$ cat src/rtl/cai_pkg.sv
// Package with register map, field positions, reset values and types for the alarm/irq pin block
package cai_pkg;
   // ---------------------------------------------------------------
   // Register byte offsets
   // ---------------------------------------------------------------
   localparam logic [7:0] CAI_OFF_CTRL = 8'h00;
   localparam logic [7:0] CAI_OFF_STATUS = 8'h04;
   localparam logic [7:0] CAI_OFF_ENABLE = 8'h08;
   localparam logic [7:0] CAI_OFF_CLEAR = 8'h0C;
   localparam logic [7:0] CAI_OFF_LIVE = 8'h10;
   localparam logic [7:0] CAI_OFF_CLKEN = 8'h14;

   // ---------------------------------------------------------------
   // Control register field positions
   // ---------------------------------------------------------------
   localparam int CAI_CTL_IRQ_PIN_SEL = 0;
   localparam int CAI_CTL_IRQ_POL = 1;
   localparam int CAI_CTL_IN1_PIN_EN = 2;
   localparam int CAI_CTL_IN2_PIN_EN = 3;
   localparam int CAI_CTL_ALARM_POL = 4;
   localparam int CAI_CTL_FOS1_INCL = 5;
   localparam int CAI_CTL_FOS2_INCL = 6;
   localparam int CAI_CTL_W = 7;
   localparam logic [6:0] CAI_CTL_RESET = 7'h00;

   // ---------------------------------------------------------------
   // Status / enable bit layout
   // ---------------------------------------------------------------
   localparam int CAI_ST_LOS1 = 0;
   localparam int CAI_ST_FOS1 = 1;
   localparam int CAI_ST_LOS2 = 2;
   localparam int CAI_ST_FOS2 = 3;
   localparam int CAI_ST_W = 4;
   localparam logic [3:0] CAI_ST_RESET = 4'h0;
   localparam logic [3:0] CAI_EN_RESET = 4'h0;
   localparam logic [1:0] CAI_CLKEN_RESET = 2'h0;
   localparam logic [1:0] CAI_RESP_OKAY = 2'h0;
   localparam logic [1:0] CAI_RESP_SLVERR = 2'h2;

   // Detector conditions for both reference inputs
   typedef struct packed {
      logic los1;
      logic fos1;
      logic los2;
      logic fos2;
   } cai_det_t;

   // One tristate pin: output level and output enable
   typedef struct packed {
      logic o;
      logic oe;
   } cai_pin_t;

   // Bus slave states
   typedef enum logic [1:0] {
      CAI_IDLE = 2'b00,
      CAI_RESP = 2'b01
   } cai_bus_st_t;
endpackage

$ cat src/rtl/cai_top.sv
// Alarm and interrupt pin block with AXI4-Lite registers and tristated clock outputs
//
// The address map and the AXI4-Lite register port were left to the implementer.
`timescale 1ns/10ps
`default_nettype none
module cai_top (
   // Clock and reset
   input wire logic clock,
   input wire logic rst_b,
   // AXI4-Lite write address
   input wire logic [7:0] s_axi_awaddr,
   input wire logic s_axi_awvalid,
   output logic s_axi_awready,
   // AXI4-Lite write data
   input wire logic [31:0] s_axi_wdata,
   input wire logic [3:0] s_axi_wstrb,
   input wire logic s_axi_wvalid,
   output logic s_axi_wready,
   // AXI4-Lite write response
   output logic [1:0] s_axi_bresp,
   output logic s_axi_bvalid,
   input wire logic s_axi_bready,
   // AXI4-Lite read address
   input wire logic [7:0] s_axi_araddr,
   input wire logic s_axi_arvalid,
   output logic s_axi_arready,
   // AXI4-Lite read data
   output logic [31:0] s_axi_rdata,
   output logic [1:0] s_axi_rresp,
   output logic s_axi_rvalid,
   input wire logic s_axi_rready,
   // Detector conditions
   input wire cai_pkg::cai_det_t det,
   // Alarm and interrupt pins
   output cai_pkg::cai_pin_t irq_or_input1_alarm_pin,
   output cai_pkg::cai_pin_t input2_alarm_pin,
   // Clock output enables
   output logic [1:0] clk_out_oe,
   // Level interrupt
   output logic irq
);
   // ---------------------------------------------------------------
   // Registers
   // ---------------------------------------------------------------
   logic [6:0] ctrl_r;
   logic [3:0] status_r;
   logic [3:0] enable_r;
   logic [1:0] clken_r;
   logic [3:0] det_r;
   logic [3:0] det_prev_r;
   logic [3:0] rise;
   logic [3:0] clr_pulse;
   logic fault1;
   logic fault2;
   logic irq_active;
   logic aw_hold_r;
   logic w_hold_r;
   logic [7:0] awaddr_r;
   logic [31:0] wdata_r;
   logic [3:0] wstrb_r;
   logic wr_go;
   cai_pkg::cai_bus_st_t rd_st_r;

   // Word select within the register map
   function automatic logic addr_hit(input logic [7:0] a, input logic [7:0] off);
      addr_hit = (a[7:2] == off[7:2]);
   endfunction

   // Detector snapshot; inputs taken as synchronous
   always_ff @(posedge clock) begin
      if (!rst_b) begin
         det_r <= cai_pkg::CAI_ST_RESET;
         det_prev_r <= cai_pkg::CAI_ST_RESET;
      end else begin
         det_r <= {det.fos2, det.los2, det.fos1, det.los1};
         det_prev_r <= det_r;
      end
   end

   assign rise = det_r & ~det_prev_r;

   // Offset alarm only counts when the inclusion option is set
   assign fault1 = det_r[cai_pkg::CAI_ST_LOS1] |
      (det_r[cai_pkg::CAI_ST_FOS1] & ctrl_r[cai_pkg::CAI_CTL_FOS1_INCL]);
   assign fault2 = det_r[cai_pkg::CAI_ST_LOS2] |
      (det_r[cai_pkg::CAI_ST_FOS2] & ctrl_r[cai_pkg::CAI_CTL_FOS2_INCL]);

   // ---------------------------------------------------------------
   // Write channel: address and data accepted in either order
   // ---------------------------------------------------------------
   assign wr_go = aw_hold_r & w_hold_r & ~s_axi_bvalid;

   always_ff @(posedge clock) begin
      if (!rst_b) begin
         aw_hold_r <= 1'b0;
         w_hold_r <= 1'b0;
         awaddr_r <= 8'h00;
         wdata_r <= 32'h0000_0000;
         wstrb_r <= 4'h0;
         s_axi_awready <= 1'b0;
         s_axi_wready <= 1'b0;
         s_axi_bvalid <= 1'b0;
         s_axi_bresp <= cai_pkg::CAI_RESP_OKAY;
      end else begin
         s_axi_awready <= ~aw_hold_r & ~s_axi_awready & s_axi_awvalid;
         s_axi_wready <= ~w_hold_r & ~s_axi_wready & s_axi_wvalid;
         if (s_axi_awvalid & s_axi_awready) begin
            aw_hold_r <= 1'b1;
            awaddr_r <= s_axi_awaddr;
         end
         if (s_axi_wvalid & s_axi_wready) begin
            w_hold_r <= 1'b1;
            wdata_r <= s_axi_wdata;
            wstrb_r <= s_axi_wstrb;
         end
         if (wr_go) begin
            aw_hold_r <= 1'b0;
            w_hold_r <= 1'b0;
            s_axi_bvalid <= 1'b1;
            // Live and status are read only; unmapped offsets error
            if (addr_hit(awaddr_r, cai_pkg::CAI_OFF_CTRL) |
                addr_hit(awaddr_r, cai_pkg::CAI_OFF_ENABLE) |
                addr_hit(awaddr_r, cai_pkg::CAI_OFF_CLEAR) |
                addr_hit(awaddr_r, cai_pkg::CAI_OFF_CLKEN)) begin
               s_axi_bresp <= cai_pkg::CAI_RESP_OKAY;
            end else begin
               s_axi_bresp <= cai_pkg::CAI_RESP_SLVERR;
            end
         end else if (s_axi_bvalid & s_axi_bready) begin
            s_axi_bvalid <= 1'b0;
         end
      end
   end

   // Control register; only the low byte lane carries fields
   always_ff @(posedge clock) begin
      if (!rst_b) begin
         ctrl_r <= cai_pkg::CAI_CTL_RESET;
      end else if (wr_go & wstrb_r[0] & addr_hit(awaddr_r, cai_pkg::CAI_OFF_CTRL)) begin
         ctrl_r <= wdata_r[6:0];
      end
   end

   // Interrupt enable register
   always_ff @(posedge clock) begin
      if (!rst_b) begin
         enable_r <= cai_pkg::CAI_EN_RESET;
      end else if (wr_go & wstrb_r[0] & addr_hit(awaddr_r, cai_pkg::CAI_OFF_ENABLE)) begin
         enable_r <= wdata_r[3:0];
      end
   end

   // Clock output enable; cleared by reset so host must set it again
   always_ff @(posedge clock) begin
      if (!rst_b) begin
         clken_r <= cai_pkg::CAI_CLKEN_RESET;
      end else if (wr_go & wstrb_r[0] & addr_hit(awaddr_r, cai_pkg::CAI_OFF_CLKEN)) begin
         clken_r <= wdata_r[1:0];
      end
   end

   // Clock outputs released whenever reset is low
   always_ff @(posedge clock) begin
      if (!rst_b) begin
         clk_out_oe <= 2'h0;
      end else begin
         clk_out_oe <= clken_r;
      end
   end

   // ---------------------------------------------------------------
   // Sticky status: a new event wins over a clear in the same cycle
   // ---------------------------------------------------------------
   assign clr_pulse = (wr_go & wstrb_r[0] & addr_hit(awaddr_r, cai_pkg::CAI_OFF_CLEAR)) ?
      wdata_r[3:0] : 4'h0;

   always_ff @(posedge clock) begin
      if (!rst_b) begin
         status_r <= cai_pkg::CAI_ST_RESET;
      end else begin
         status_r <= (status_r & ~clr_pulse) | rise;
      end
   end

   assign irq_active = |(status_r & enable_r);

   // Level interrupt output
   always_ff @(posedge clock) begin
      if (!rst_b) begin
         irq <= 1'b0;
      end else begin
         irq <= irq_active;
      end
   end

   // ---------------------------------------------------------------
   // Read channel
   // ---------------------------------------------------------------
   always_ff @(posedge clock) begin
      if (!rst_b) begin
         rd_st_r <= cai_pkg::CAI_IDLE;
         s_axi_arready <= 1'b0;
         s_axi_rvalid <= 1'b0;
         s_axi_rdata <= 32'h0000_0000;
         s_axi_rresp <= cai_pkg::CAI_RESP_OKAY;
      end else begin
         s_axi_arready <= 1'b0;
         case (rd_st_r)
            cai_pkg::CAI_IDLE: begin
               if (s_axi_arvalid & ~s_axi_arready) begin
                  s_axi_arready <= 1'b1;
                  s_axi_rvalid <= 1'b1;
                  rd_st_r <= cai_pkg::CAI_RESP;
                  s_axi_rresp <= cai_pkg::CAI_RESP_OKAY;
                  if (addr_hit(s_axi_araddr, cai_pkg::CAI_OFF_CTRL)) begin
                     s_axi_rdata <= {25'h0, ctrl_r};
                  end else if (addr_hit(s_axi_araddr, cai_pkg::CAI_OFF_STATUS)) begin
                     s_axi_rdata <= {28'h0, status_r};
                  end else if (addr_hit(s_axi_araddr, cai_pkg::CAI_OFF_ENABLE)) begin
                     s_axi_rdata <= {28'h0, enable_r};
                  end else if (addr_hit(s_axi_araddr, cai_pkg::CAI_OFF_CLEAR)) begin
                     s_axi_rdata <= 32'h0000_0000; // Write-only
                  end else if (addr_hit(s_axi_araddr, cai_pkg::CAI_OFF_LIVE)) begin
                     s_axi_rdata <= {28'h0, det_r};
                  end else if (addr_hit(s_axi_araddr, cai_pkg::CAI_OFF_CLKEN)) begin
                     s_axi_rdata <= {30'h0, clken_r};
                  end else begin
                     s_axi_rdata <= 32'h0000_0000;
                     s_axi_rresp <= cai_pkg::CAI_RESP_SLVERR;
                  end
               end
            end
            cai_pkg::CAI_RESP: begin
               if (s_axi_rready) begin
                  s_axi_rvalid <= 1'b0;
                  rd_st_r <= cai_pkg::CAI_IDLE;
               end
            end
            default: begin
               rd_st_r <= cai_pkg::CAI_IDLE;
               s_axi_rvalid <= 1'b0;
            end
         endcase
      end
   end

   // ---------------------------------------------------------------
   // Pin drivers
   // ---------------------------------------------------------------
   logic pin1_en;
   logic pin1_act;
   logic pin1_inv;

   // Interrupt mode takes priority over alarm mode on the shared pin
   always_comb begin
      if (ctrl_r[cai_pkg::CAI_CTL_IRQ_PIN_SEL]) begin
         pin1_en = 1'b1;
         pin1_act = irq_active;
         pin1_inv = ~ctrl_r[cai_pkg::CAI_CTL_IRQ_POL];
      end else if (ctrl_r[cai_pkg::CAI_CTL_IN1_PIN_EN]) begin
         pin1_en = 1'b1;
         pin1_act = fault1;
         pin1_inv = ~ctrl_r[cai_pkg::CAI_CTL_ALARM_POL];
      end else begin
         pin1_en = 1'b0;
         pin1_act = 1'b0;
         pin1_inv = 1'b0;
      end
   end

   // Combined interrupt / input-1 alarm pin
   cai_pin_drv u_pin1 (
      .clock(clock),
      .rst_b(rst_b),
      .enable(pin1_en),
      .active(pin1_act),
      .invert(pin1_inv),
      .pin(irq_or_input1_alarm_pin)
   );

   // Input-2 alarm pin, same shared polarity
   cai_pin_drv u_pin2 (
      .clock(clock),
      .rst_b(rst_b),
      .enable(ctrl_r[cai_pkg::CAI_CTL_IN2_PIN_EN]),
      .active(fault2),
      .invert(~ctrl_r[cai_pkg::CAI_CTL_ALARM_POL]),
      .pin(input2_alarm_pin)
   );
endmodule // cai_top
`default_nettype wire

$ cat src/rtl/cai_pin_drv.sv
// Tristate alarm/interrupt pin driver with selectable active polarity
`timescale 1ns/10ps
`default_nettype none
module cai_pin_drv (
   // Clock and reset
   input wire logic clock,
   input wire logic rst_b,
   // Function select
   input wire logic enable,
   input wire logic active,
   input wire logic invert,
   // Pin
   output cai_pkg::cai_pin_t pin
);
   // Registered pin; released while in reset or unused
   always_ff @(posedge clock) begin
      if (!rst_b) begin
         pin <= '0;
      end else begin
         pin.oe <= enable;
         pin.o <= enable & (active ^ invert);
      end
   end
endmodule // cai_pin_drv
`default_nettype wire

$ cat config.mk
export PLATFORM = sky130hd
export DESIGN_NAME = cai_top
export DESIGN_NICKNAME = d
export VERILOG_FILES = /design/src/rtl/cai_pkg.sv /design/src/rtl/cai_top.sv /design/src/rtl/cai_pin_drv.sv
export SDC_FILE = /design/constraint.sdc
export NUM_CORES = 1
export LEC_CHECK = 0
export BUFFER_PORTS_ARGS = -buffer_cell sky130_fd_sc_hd__buf_4
export CORE_MARGIN = 2
export CORE_UTILIZATION = 50
export CTS_CLUSTER_SIZE = 25
export DETAILED_ROUTE_END_ITERATION = 12
export PLACE_DENSITY = 0.83
export SLEW_MARGIN = 5
export SYNTH_ARGS = -nofsm -noshare
export SYNTH_HDL_FRONTEND = slang
export SYNTH_HIERARCHICAL = 1
export SYNTH_SLANG_ARGS = --single-unit
$ cat constraint.sdc
create_clock -name clock -period 3 [get_ports clock]
set_clock_uncertainty 0.15 [all_clocks]
set_input_delay 0.15 -clock clock [delete_from_list [all_inputs] [get_ports clock]]
set_output_delay 0.15 -clock clock [all_outputs]
set_load 0.02 [all_outputs]
==> load_flow_metrics.sql, run 1 <==
INSERT INTO impl_metrics (metric_group, metric, value, unit) VALUES
('setup_path', 'worst-endpoint-required', '3080', 'ps'),
('power', 'ir_drop', '0.324', 'mV'),
('clock_network', 'cts_buffer_depth', '2', ''),
('grt', 'grt_first_pass_wirelength', '9380', 'um'),
('hold_path', 'hold_path.class', 'in2reg', ''),
('synthesis', 'yosys.area.top_type', 'sky130_fd_sc_hd__dfxtp_1', ''),
('grt', 'grt_overall_usage', '20.0', '%'),
('placed_design', 'detailed_place_hpwl', '3730', 'um'),
('clock_network', 'cts_buffers', '9', ''),
('synthesis', 'synthArstFlopShare', '0', '%'),
('synthesis', 'synth.yosys.warnings', '6', ''),
('sta', 'fin_hold_ws', '43.3', 'ps'),
('floorplan', 'i_o_pin_count', '111', ''),
('floorplan', 'core_area', '5170', 'sq um'),
('sta', 'max_slew.worst_pin.slew', '755', 'ps'),
('cells_and_area', 'multi_input_comb_area', '1290', 'sq um'),
('flow_run', 'cap_violations', '0', ''),
('outcome', 'outcome', 'finished, final reports clean', ''),
('grt', 'grt_antenna_before_repair', '0', ''),
('synthesis', 'synth.cells.most_frequent', '62 x sky130_fd_sc_hd__dfxtp_1, 41 x sky130_fd_sc_hd__nand2_1, 27 x sky130_fd_sc_hd__buf_4', ''),
('floorplan', 'placement_rows', '26', ''),
('power', 'power.combinational.fraction', '11.2', '%'),
('route', 'wire_per_inst', '12.9', 'um'),
('grt', 'gr-total-overflow', '0', ''),
('synthesis', 'post-synth-top-area-fraction', '45.8', '%'),
('clock_network', 'clock-sinks', '62', ''),
('route', 'drcViolationCount', '0', ''),
('synthesis', 'synth_cells', '294', ''),
('cells_and_area', 'num_antenna_cells', '0', ''),
('route', 'drt-total-wl', '5720', 'um'),
('synthesis', 'synth.ff_latch_count', '62', ''),
('route', 'route.vias.total', '2150', ''),
('synthesis', 'synth.top_cells.by_area', 'sky130_fd_sc_hd__dfxtp_1 46%, sky130_fd_sc_hd__buf_4 7.5%, sky130_fd_sc_hd__a21boi_0 6.4%', ''),
('power', 'total_switching_power', '405', 'uW'),
('clock_network', 'clockRootBuffer', 'sky130_fd_sc_hd__clkbuf_8', ''),
('power', 'pwr_density_cell', '488', 'nW/um^2'),
('route', 'routed_via_density', '4.84', ''),
('cells_and_area', 'fillCellCount', '430', ''),
('route', 'drt_pass1_iterations', '4', ''),
('route', 'drt_iter0_drc', '115', ''),
('power', 'p_leak', '0.00146', 'uW'),
('sta', 'fin_crit', '2140', 'ps'),
('floorplan', 'fp.dieW', '77.7', 'um'),
('sta', 'relSlewSlack', '49.2', '%'),
('grt', 'via_count_of_the_first_global_routing_pass', '2070', ''),
('sta', 'fin_tns_setup', '0', 'ps'),
('synthesis', 'ys_dominant_reg_cell', 'sky130_fd_sc_hd__dfxtp_1', ''),
('power', 'switching_share_of_power', '23.8', '%'),
('sta', 'fmaxAchievable', '0.466', 'GHz'),
('sta', 'final.period_utilization', '71.5', '%'),
('clock_network', 'clock_insertion_delay_worst_skew', '330', 'ps'),
('cells_and_area', 'area_growth', '28.3', '%'),
('setup_path', 'timing.critical_path.to_type', 'flip-flop', ''),
('clock_network', 'clock_tree_from_tritoncts', 'built', ''),
('route', 'ant_nets', '0', ''),
('cells_and_area', 'final_layout_size_suffix_gt1_share', '18.7', '%'),
('sta', 'timing.final.hold_violations', '0', ''),
('clock_network', 'worst_setup_hold_path_clk_slew', '60', 'ps'),
('cells_and_area', 'final-seq-area', '1240', 'sq um'),
('setup_path', 'path_class', 'reg2reg', ''),
('synthesis', 'yosysMostFrequentCell', 'sky130_fd_sc_hd__dfxtp_1', ''),
('power', 'p_int', '1290', 'uW'),
('floorplan', 'die_h', '77.7', 'um'),
('setup_path', 'startpoint_type', 'flip-flop', ''),
('power', 'clockPowerShare', '37.8', '%'),
('synthesis', 'synth-edff-count', '0', ''),
('setup_path', 'largest_driver_fanout_on_the_critical_path', '9', ''),
('floorplan', 'die_area', '6030', 'sq um'),
('grt', 'gr-usage-met2', '32.1', '%'),
('placed_design', 'place.port_buffers', '51', ''),
('power', 'seq_power_share', '51.0', '%');
[final cells by class]
class                      count  share of cell area (%)
multi-input combinational    212                    37.0
sequential                    62                    35.7
timing repair buffer          79                    19.1
clock buffer                  13                    4.85
tap                           70                    2.52
inverter                       7                   0.755
clock inverter                 1                   0.144
[metal layers]
layer / wire length [um] / vias up / share of wire, %
li1: - / 1088 / -
met1: 2650 / 971 / 46
met2: 2700 / 82 / 47
met3: 285 / 9 / 5.0
met4: 80 / 0 / 1.4
met5: 0 / - / 0
[critical path, cell delays in order (launching register included)]
cell,delay (ps)
sky130_fd_sc_hd__dfxtp_1,320
sky130_fd_sc_hd__nand3b_1,380
sky130_fd_sc_hd__nor4_1,770
sky130_fd_sc_hd__a21boi_0,220
sky130_fd_sc_hd__o21a_1,200
[logic make-up (layout without fill, tap and decap cells)]
| family | Yosys count | after routing | synth area share (%) |
|---|---|---|---|
| AO/OA/AOI/OAI | 51 | 51 | 13.7 |
| XOR/XNOR | 3 | 3 | 0.969 |
| buffers and inverters | 46 | 100 | 10.4 |
| flip-flops | 62 | 62 | 45.8 |
| multiplexers | 17 | 17 | 6.27 |
| other | 1 | 27 | 0.138 |
| AND/OR/NAND/NOR | 114 | 114 | 22.7 |
[power groups by stage]
stage / logic [uW] / registers [uW] / clock network, uW
detailed placement: 162 / 884 / 0
finish: 190 / 867 / 642
floorplan: 126 / 887 / 0
global placement: 159 / 883 / 0
CTS: 188 / 866 / 658
global route: 207 / 870 / 698
[placed cells by master, fill, tap and decap left out, types with 16 or more instances in the layout]
cell                            instances
sky130_fd_sc_hd__and2_1                16
sky130_fd_sc_hd__conb_1                27
sky130_fd_sc_hd__a21boi_0              23
sky130_fd_sc_hd__nand2_1               41
sky130_fd_sc_hd__nor2b_1               18
sky130_fd_sc_hd__dfxtp_1               62
sky130_fd_sc_hd__buf_4                 51
sky130_fd_sc_hd__mux2i_1               17
sky130_fd_sc_hd__dlygate4sd3_1         28
[sequential cells by signal, summed over array words and instances (netlist names), 2 cells and up]
signal and flops:
clk_out_oe 2, det_prev_r 4, u_pin1/pin 2, det_r 4, awaddr_r 6, enable_r 4
ctrl_r 7, s_axi_rdata 7, clken_r 2, status_r 4, wdata_r 7, u_pin2/pin 2
[repair_timing]
| action | 4_1_cts | 5_1_grt |
|---|---|---|
| setup buffers | 0 | 0 |
| endpoints found under the hold margin | 25 | 0 |
| resized for setup | 0 | 0 |
| hold buffers | 28 | 0 |
| setup endpoints to repair | 0 | 0 |
[per-stage QoR]
stage | setup WS, ps | total power [uW] | utilization [%] | area [sq um] | instances
global placement | 924 | 1040 | 58.5 | 3030 | 402
detailed placement | 907 | 1050 | 58.5 | 3030 | 402
global route | 708 | 1770 | 67.3 | 3480 | 444
CTS | 884 | 1710 | 67.3 | 3480 | 444
floorplan | 1110 | 1010 | - | 2810 | 320
finish | 856 | 1700 | 67.3 | 3480 | 444
[worst paths after layout]
check                                startpoint        endpoint  slack [ps]  cells after the start
worst max-delay path               s_axi_bvalid     status_r[2]         860                      4
worst min-delay path            s_axi_araddr[3]  s_axi_rdata[2]          40                      4
worst max register to register     s_axi_bvalid     status_r[2]         860                      4
worst min register to register        aw_hold_r   s_axi_awready         300                      1
No activity file was read; power rests on OpenSTA's default activity.
==> run 2, diff against run 1 <==
Settings changed: ABC_AREA set to 1, CORE_UTILIZATION 50 to 44, PLACE_DENSITY 0.83 to 0.76.
Clock period 3 ns to 1.78 ns, I/O delays scaled along.
==> load_flow_metrics.sql, run 2 <==
INSERT INTO impl_metrics (metric_group, metric, value, unit) VALUES
('outcome', 'outcome', 'finished, final reports clean', ''),
('route', 'drt_iter0_drc', '113', ''),
('grt', 'grt_antenna_before_repair', '0', ''),
('cells_and_area', 'reg_top3', 'ctrl_r: 7 flops, s_axi_rdata: 7 flops, wdata_r: 7 flops', ''),
('clock_network', 'cts_buffers', '9', ''),
('grt', 'gr-usage-met2', '30.2', '%'),
('grt', 'grt_max_degree', '26', ''),
('floorplan', 'die_area', '6990', 'sq um'),
('cells_and_area', 'num_antenna_cells', '0', ''),
('synthesis', 'ys_dominant_reg_cell', 'sky130_fd_sc_hd__dfxtp_1', ''),
('cells_and_area', 'mostFrequentLayoutCells', '62 x sky130_fd_sc_hd__dfxtp_1, 54 x sky130_fd_sc_hd__buf_4, 49 x sky130_fd_sc_hd__nand2_1', ''),
('clock_network', 'worst_setup_hold_path_clk_slew', '60', 'ps'),
('synthesis', 'synthesis.area', '2790', 'sq um'),
('floorplan', 'placement_rows', '28', ''),
('sta', 'fin_crit', '1650', 'ps'),
('floorplan', 'initial_utilization', '46.2', '%'),
('setup_path', 'rr_startpoint', 's_axi_wready', ''),
('power', 'switching_share_of_power', '25.8', '%'),
('setup_path', 'largest_driver_fanout_on_the_critical_path', '15', ''),
('floorplan', 'fp.dieW', '83.6', 'um'),
('power', 'p_int', '2300', 'uW'),
('hold_path', 'hold_path.class', 'in2reg', ''),
('route', 'ant_nets', '0', ''),
('grt', 'routing_usage_on_met1', '20.7', '%'),
('grt', 'grt_overall_usage', '17.6', '%'),
('synthesis', 'synth.top_cells.by_area', 'sky130_fd_sc_hd__dfxtp_1 45%, sky130_fd_sc_hd__buf_4 7.5%, sky130_fd_sc_hd__nand2_1 6.7%', ''),
('setup_path', 'worst-endpoint-required', '1860', 'ps'),
('route', 'route.vias.total', '2442', ''),
('placed_design', 'place.gp.congestion', '0.839', ''),
('clock_network', 'post_cts.repair.setup_buffers', '0', ''),
('synthesis', 'post-synth-top-area-fraction', '44.5', '%'),
('power', 'seq_power_share', '47.6', '%'),
('grt', 'grt_use_met3', '6.92', '%'),
('synthesis', 'yosysMostFrequentCell', 'sky130_fd_sc_hd__dfxtp_1', ''),
('power', 'ir_drop', '0.655', 'mV'),
('cells_and_area', 'area_growth', '32.0', '%'),
('setup_path', 'path_class', 'reg2reg', ''),
('floorplan', 'core_area', '6030', 'sq um'),
('synthesis', 'yosys.area.top_type', 'sky130_fd_sc_hd__dfxtp_1', ''),
('sta', 'final.period_utilization', '92.5', '%'),
('clock_network', 'clock-sinks', '62', ''),
('power', 'clockPowerShare', '39.1', '%'),
('route', 'drt-total-wl', '5950', 'um'),
('hold_path', 'min-delay-start', 's_axi_araddr[2]', ''),
('sta', 'timing.final.hold_violations', '0', ''),
('power', 'p_leak', '0.00172', 'uW'),
('synthesis', 'syn-mean-instance-area', '8.08', 'sq um'),
('grt', 'gr-max-usage-layer', 'met2', ''),
('sta', 'relSlewSlack', '66.2', '%'),
('sta', 'final.setup.worst_slack', '134', 'ps'),
('sta', 'max_slew.worst_pin.slew', '507', 'ps'),
('placed_design', 'detailedPlace.worstSlack', '318', 'ps'),
('floorplan', 'die_h', '83.6', 'um'),
('clock_network', 'clockRootBuffer', 'sky130_fd_sc_hd__clkbuf_8', ''),
('synthesis', 'synth.cells.most_frequent', '62 x sky130_fd_sc_hd__dfxtp_1, 50 x sky130_fd_sc_hd__nand2_1, 41 x sky130_fd_sc_hd__inv_1', ''),
('setup_path', 'source_of_the_critical_timing_path', 's_axi_wready', ''),
('power', 'total_switching_power', '802', 'uW'),
('cells_and_area', 'mostFrequentLayoutCell', 'sky130_fd_sc_hd__dfxtp_1', ''),
('synthesis', 'synth_cells', '345', ''),
('clock_network', 'htree_num_levels', '3', ''),
('floorplan', 'i_o_pin_count', '111', ''),
('synthesis', 'yosysUniqueCellTypes', '34', ''),
('grt', 'via_count_of_the_first_global_routing_pass', '2281', ''),
('cells_and_area', 'fillCellCount', '538', ''),
('setup_path', 'startpoint_type', 'flip-flop', ''),
('flow_run', 'cap_violations', '0', ''),
('placed_design', 'place.port_buffers', '51', ''),
('route', 'drcViolationCount', '0', ''),
('sta', 'setup_violations', '0', ''),
('synthesis', 'synth.yosys.warnings', '6', ''),
('clock_network', 'cts_buffer_depth', '2', ''),
('setup_path', 'arrival', '1730', 'ps'),
('synthesis', 'synthArstFlopShare', '0', '%'),
('sta', 'report.final.slew_viol_count', '0', ''),
('synthesis', 'synth_seq_area_share', '44.5', '%'),
('cells_and_area', 'final_layout_size_suffix_gt1_share', '23.9', '%'),
('sta', 'setup_repair_after_global_routing_missed_its_margin', 'false', ''),
('power', 'power.combinational.fraction', '13.3', '%'),
('setup_path', 'timing.critical_path.to_type', 'flip-flop', ''),
('power', 'post-layout-total-power', '3110', 'uW'),
('synthesis', 'synth-edff-count', '0', ''),
('clock_network', 'clock_tree_from_tritoncts', 'built', ''),
('sta', 'fin_tns_setup', '0', 'ps'),
('clock_network', 'clock_insertion_delay_worst_skew', '340', 'ps'),
('route', 'routed_via_density', '4.75', ''),
('route', 'wire_per_inst', '11.6', 'um'),
('synthesis', 'synth.ff_latch_count', '62', ''),
('sta', 'fmaxAchievable', '0.607', 'GHz'),
('route', 'drt_pass1_iterations', '4', ''),
('grt', 'grt_first_pass_wirelength', '9980', 'um'),
('power', 'pwr_density_cell', '845', 'nW/um^2'),
('grt', 'gr-total-overflow', '0', ''),
('placed_design', 'detailed_place_hpwl', '4010', 'um'),
('cells_and_area', 'nets', '497', '');
[run 2: cell count changes after synthesis, moves of 9 or more]
cell                       delta
sky130_fd_sc_hd__and2_1      -16
sky130_fd_sc_hd__nand2_1      +9
sky130_fd_sc_hd__a21oi_1     +21
sky130_fd_sc_hd__nor2_1      +28
sky130_fd_sc_hd__nor2b_1     -18
sky130_fd_sc_hd__a21boi_0    -23
sky130_fd_sc_hd__inv_1       +34
sky130_fd_sc_hd__mux2i_1     -17
sky130_fd_sc_hd__o21ai_0     +24
[run 2: cell families (layout without fill, tap and decap cells)]
logic type             after synthesis  in the layout  synth area share (%)
DFF                                 62             62                  44.5
other                                1             27                 0.135
buffers and inverters               83            151                  15.9
AOI/OAI and AO/OA                   80             80                  16.9
and+or+nand+nor                    119            119                  22.6
[run 2: metrics by stage]
step	utilization, %	hold slack (ps)	instance area (sq um)	std cells
floorplan	-	36.6	2880	371
global placement	51.8	124	3120	463
detailed placement	51.8	125	3120	463
CTS	60.9	20.3	3670	514
global route	61.0	54.8	3680	514
finish	61.0	35.1	3680	514
[run 2: critical path, stage by stage (launching register included)]
cell	delay [ps]
sky130_fd_sc_hd__dfxtp_1	400
sky130_fd_sc_hd__nand2_4	130
sky130_fd_sc_hd__o21ai_0	210
sky130_fd_sc_hd__dlygate4sd3_1	590
sky130_fd_sc_hd__a21oi_1	40
[run 2: power by group through the flow]
stage | sequential, uW | clock (uW) | combinational [uW]
6_report | 1480 | 1220 | 412
5_1_grt | 1480 | 1310 | 452
4_1_cts | 1480 | 1240 | 405
3_5_place_dp | 1510 | 0 | 343
3_3_place_gp | 1510 | 0 | 336
2_1_floorplan | 1520 | 0 | 252
[run 2: area by class of cell]
class | instances | area [sq um] | share of cell area, %
clock buffer | 11 | 141 | 3.84
clock inverter | 5 | 58.8 | 1.60
inverter | 46 | 178 | 4.83
multi-input combinational | 226 | 1210 | 32.9
sequential | 62 | 1240 | 33.8
tap | 75 | 93.8 | 2.55
timing repair buffer | 89 | 756 | 20.6
[run 2: path summary, 6_finish.rpt]
| check | cells after the start | slack (ps) | endpoint |
|---|---|---|---|
| hold reg to reg | 1 | 280 | status_r[1] |
| hold / removal | 6 | 40 | s_axi_rdata[3] |
| setup / recovery | 4 | 130 | wdata_r[3] |
| setup reg to reg | 4 | 130 | wdata_r[3] |
[run 2: repair_timing]
| item | 4_1_cts | 5_1_grt |
|---|---|---|
| endpoints found under the hold margin | 35 | 0 |
| endpoints found under the setup margin | 0 | 8 |
| resized for setup | 0 | 3 |
| hold buffers | 35 | 0 |
[run 2: per-layer routing]
layer,routed length (um),share of wire [%]
met3,379,6.4
met5,0,0
met1,2610,44
met4,82,1.4
met2,2880,48
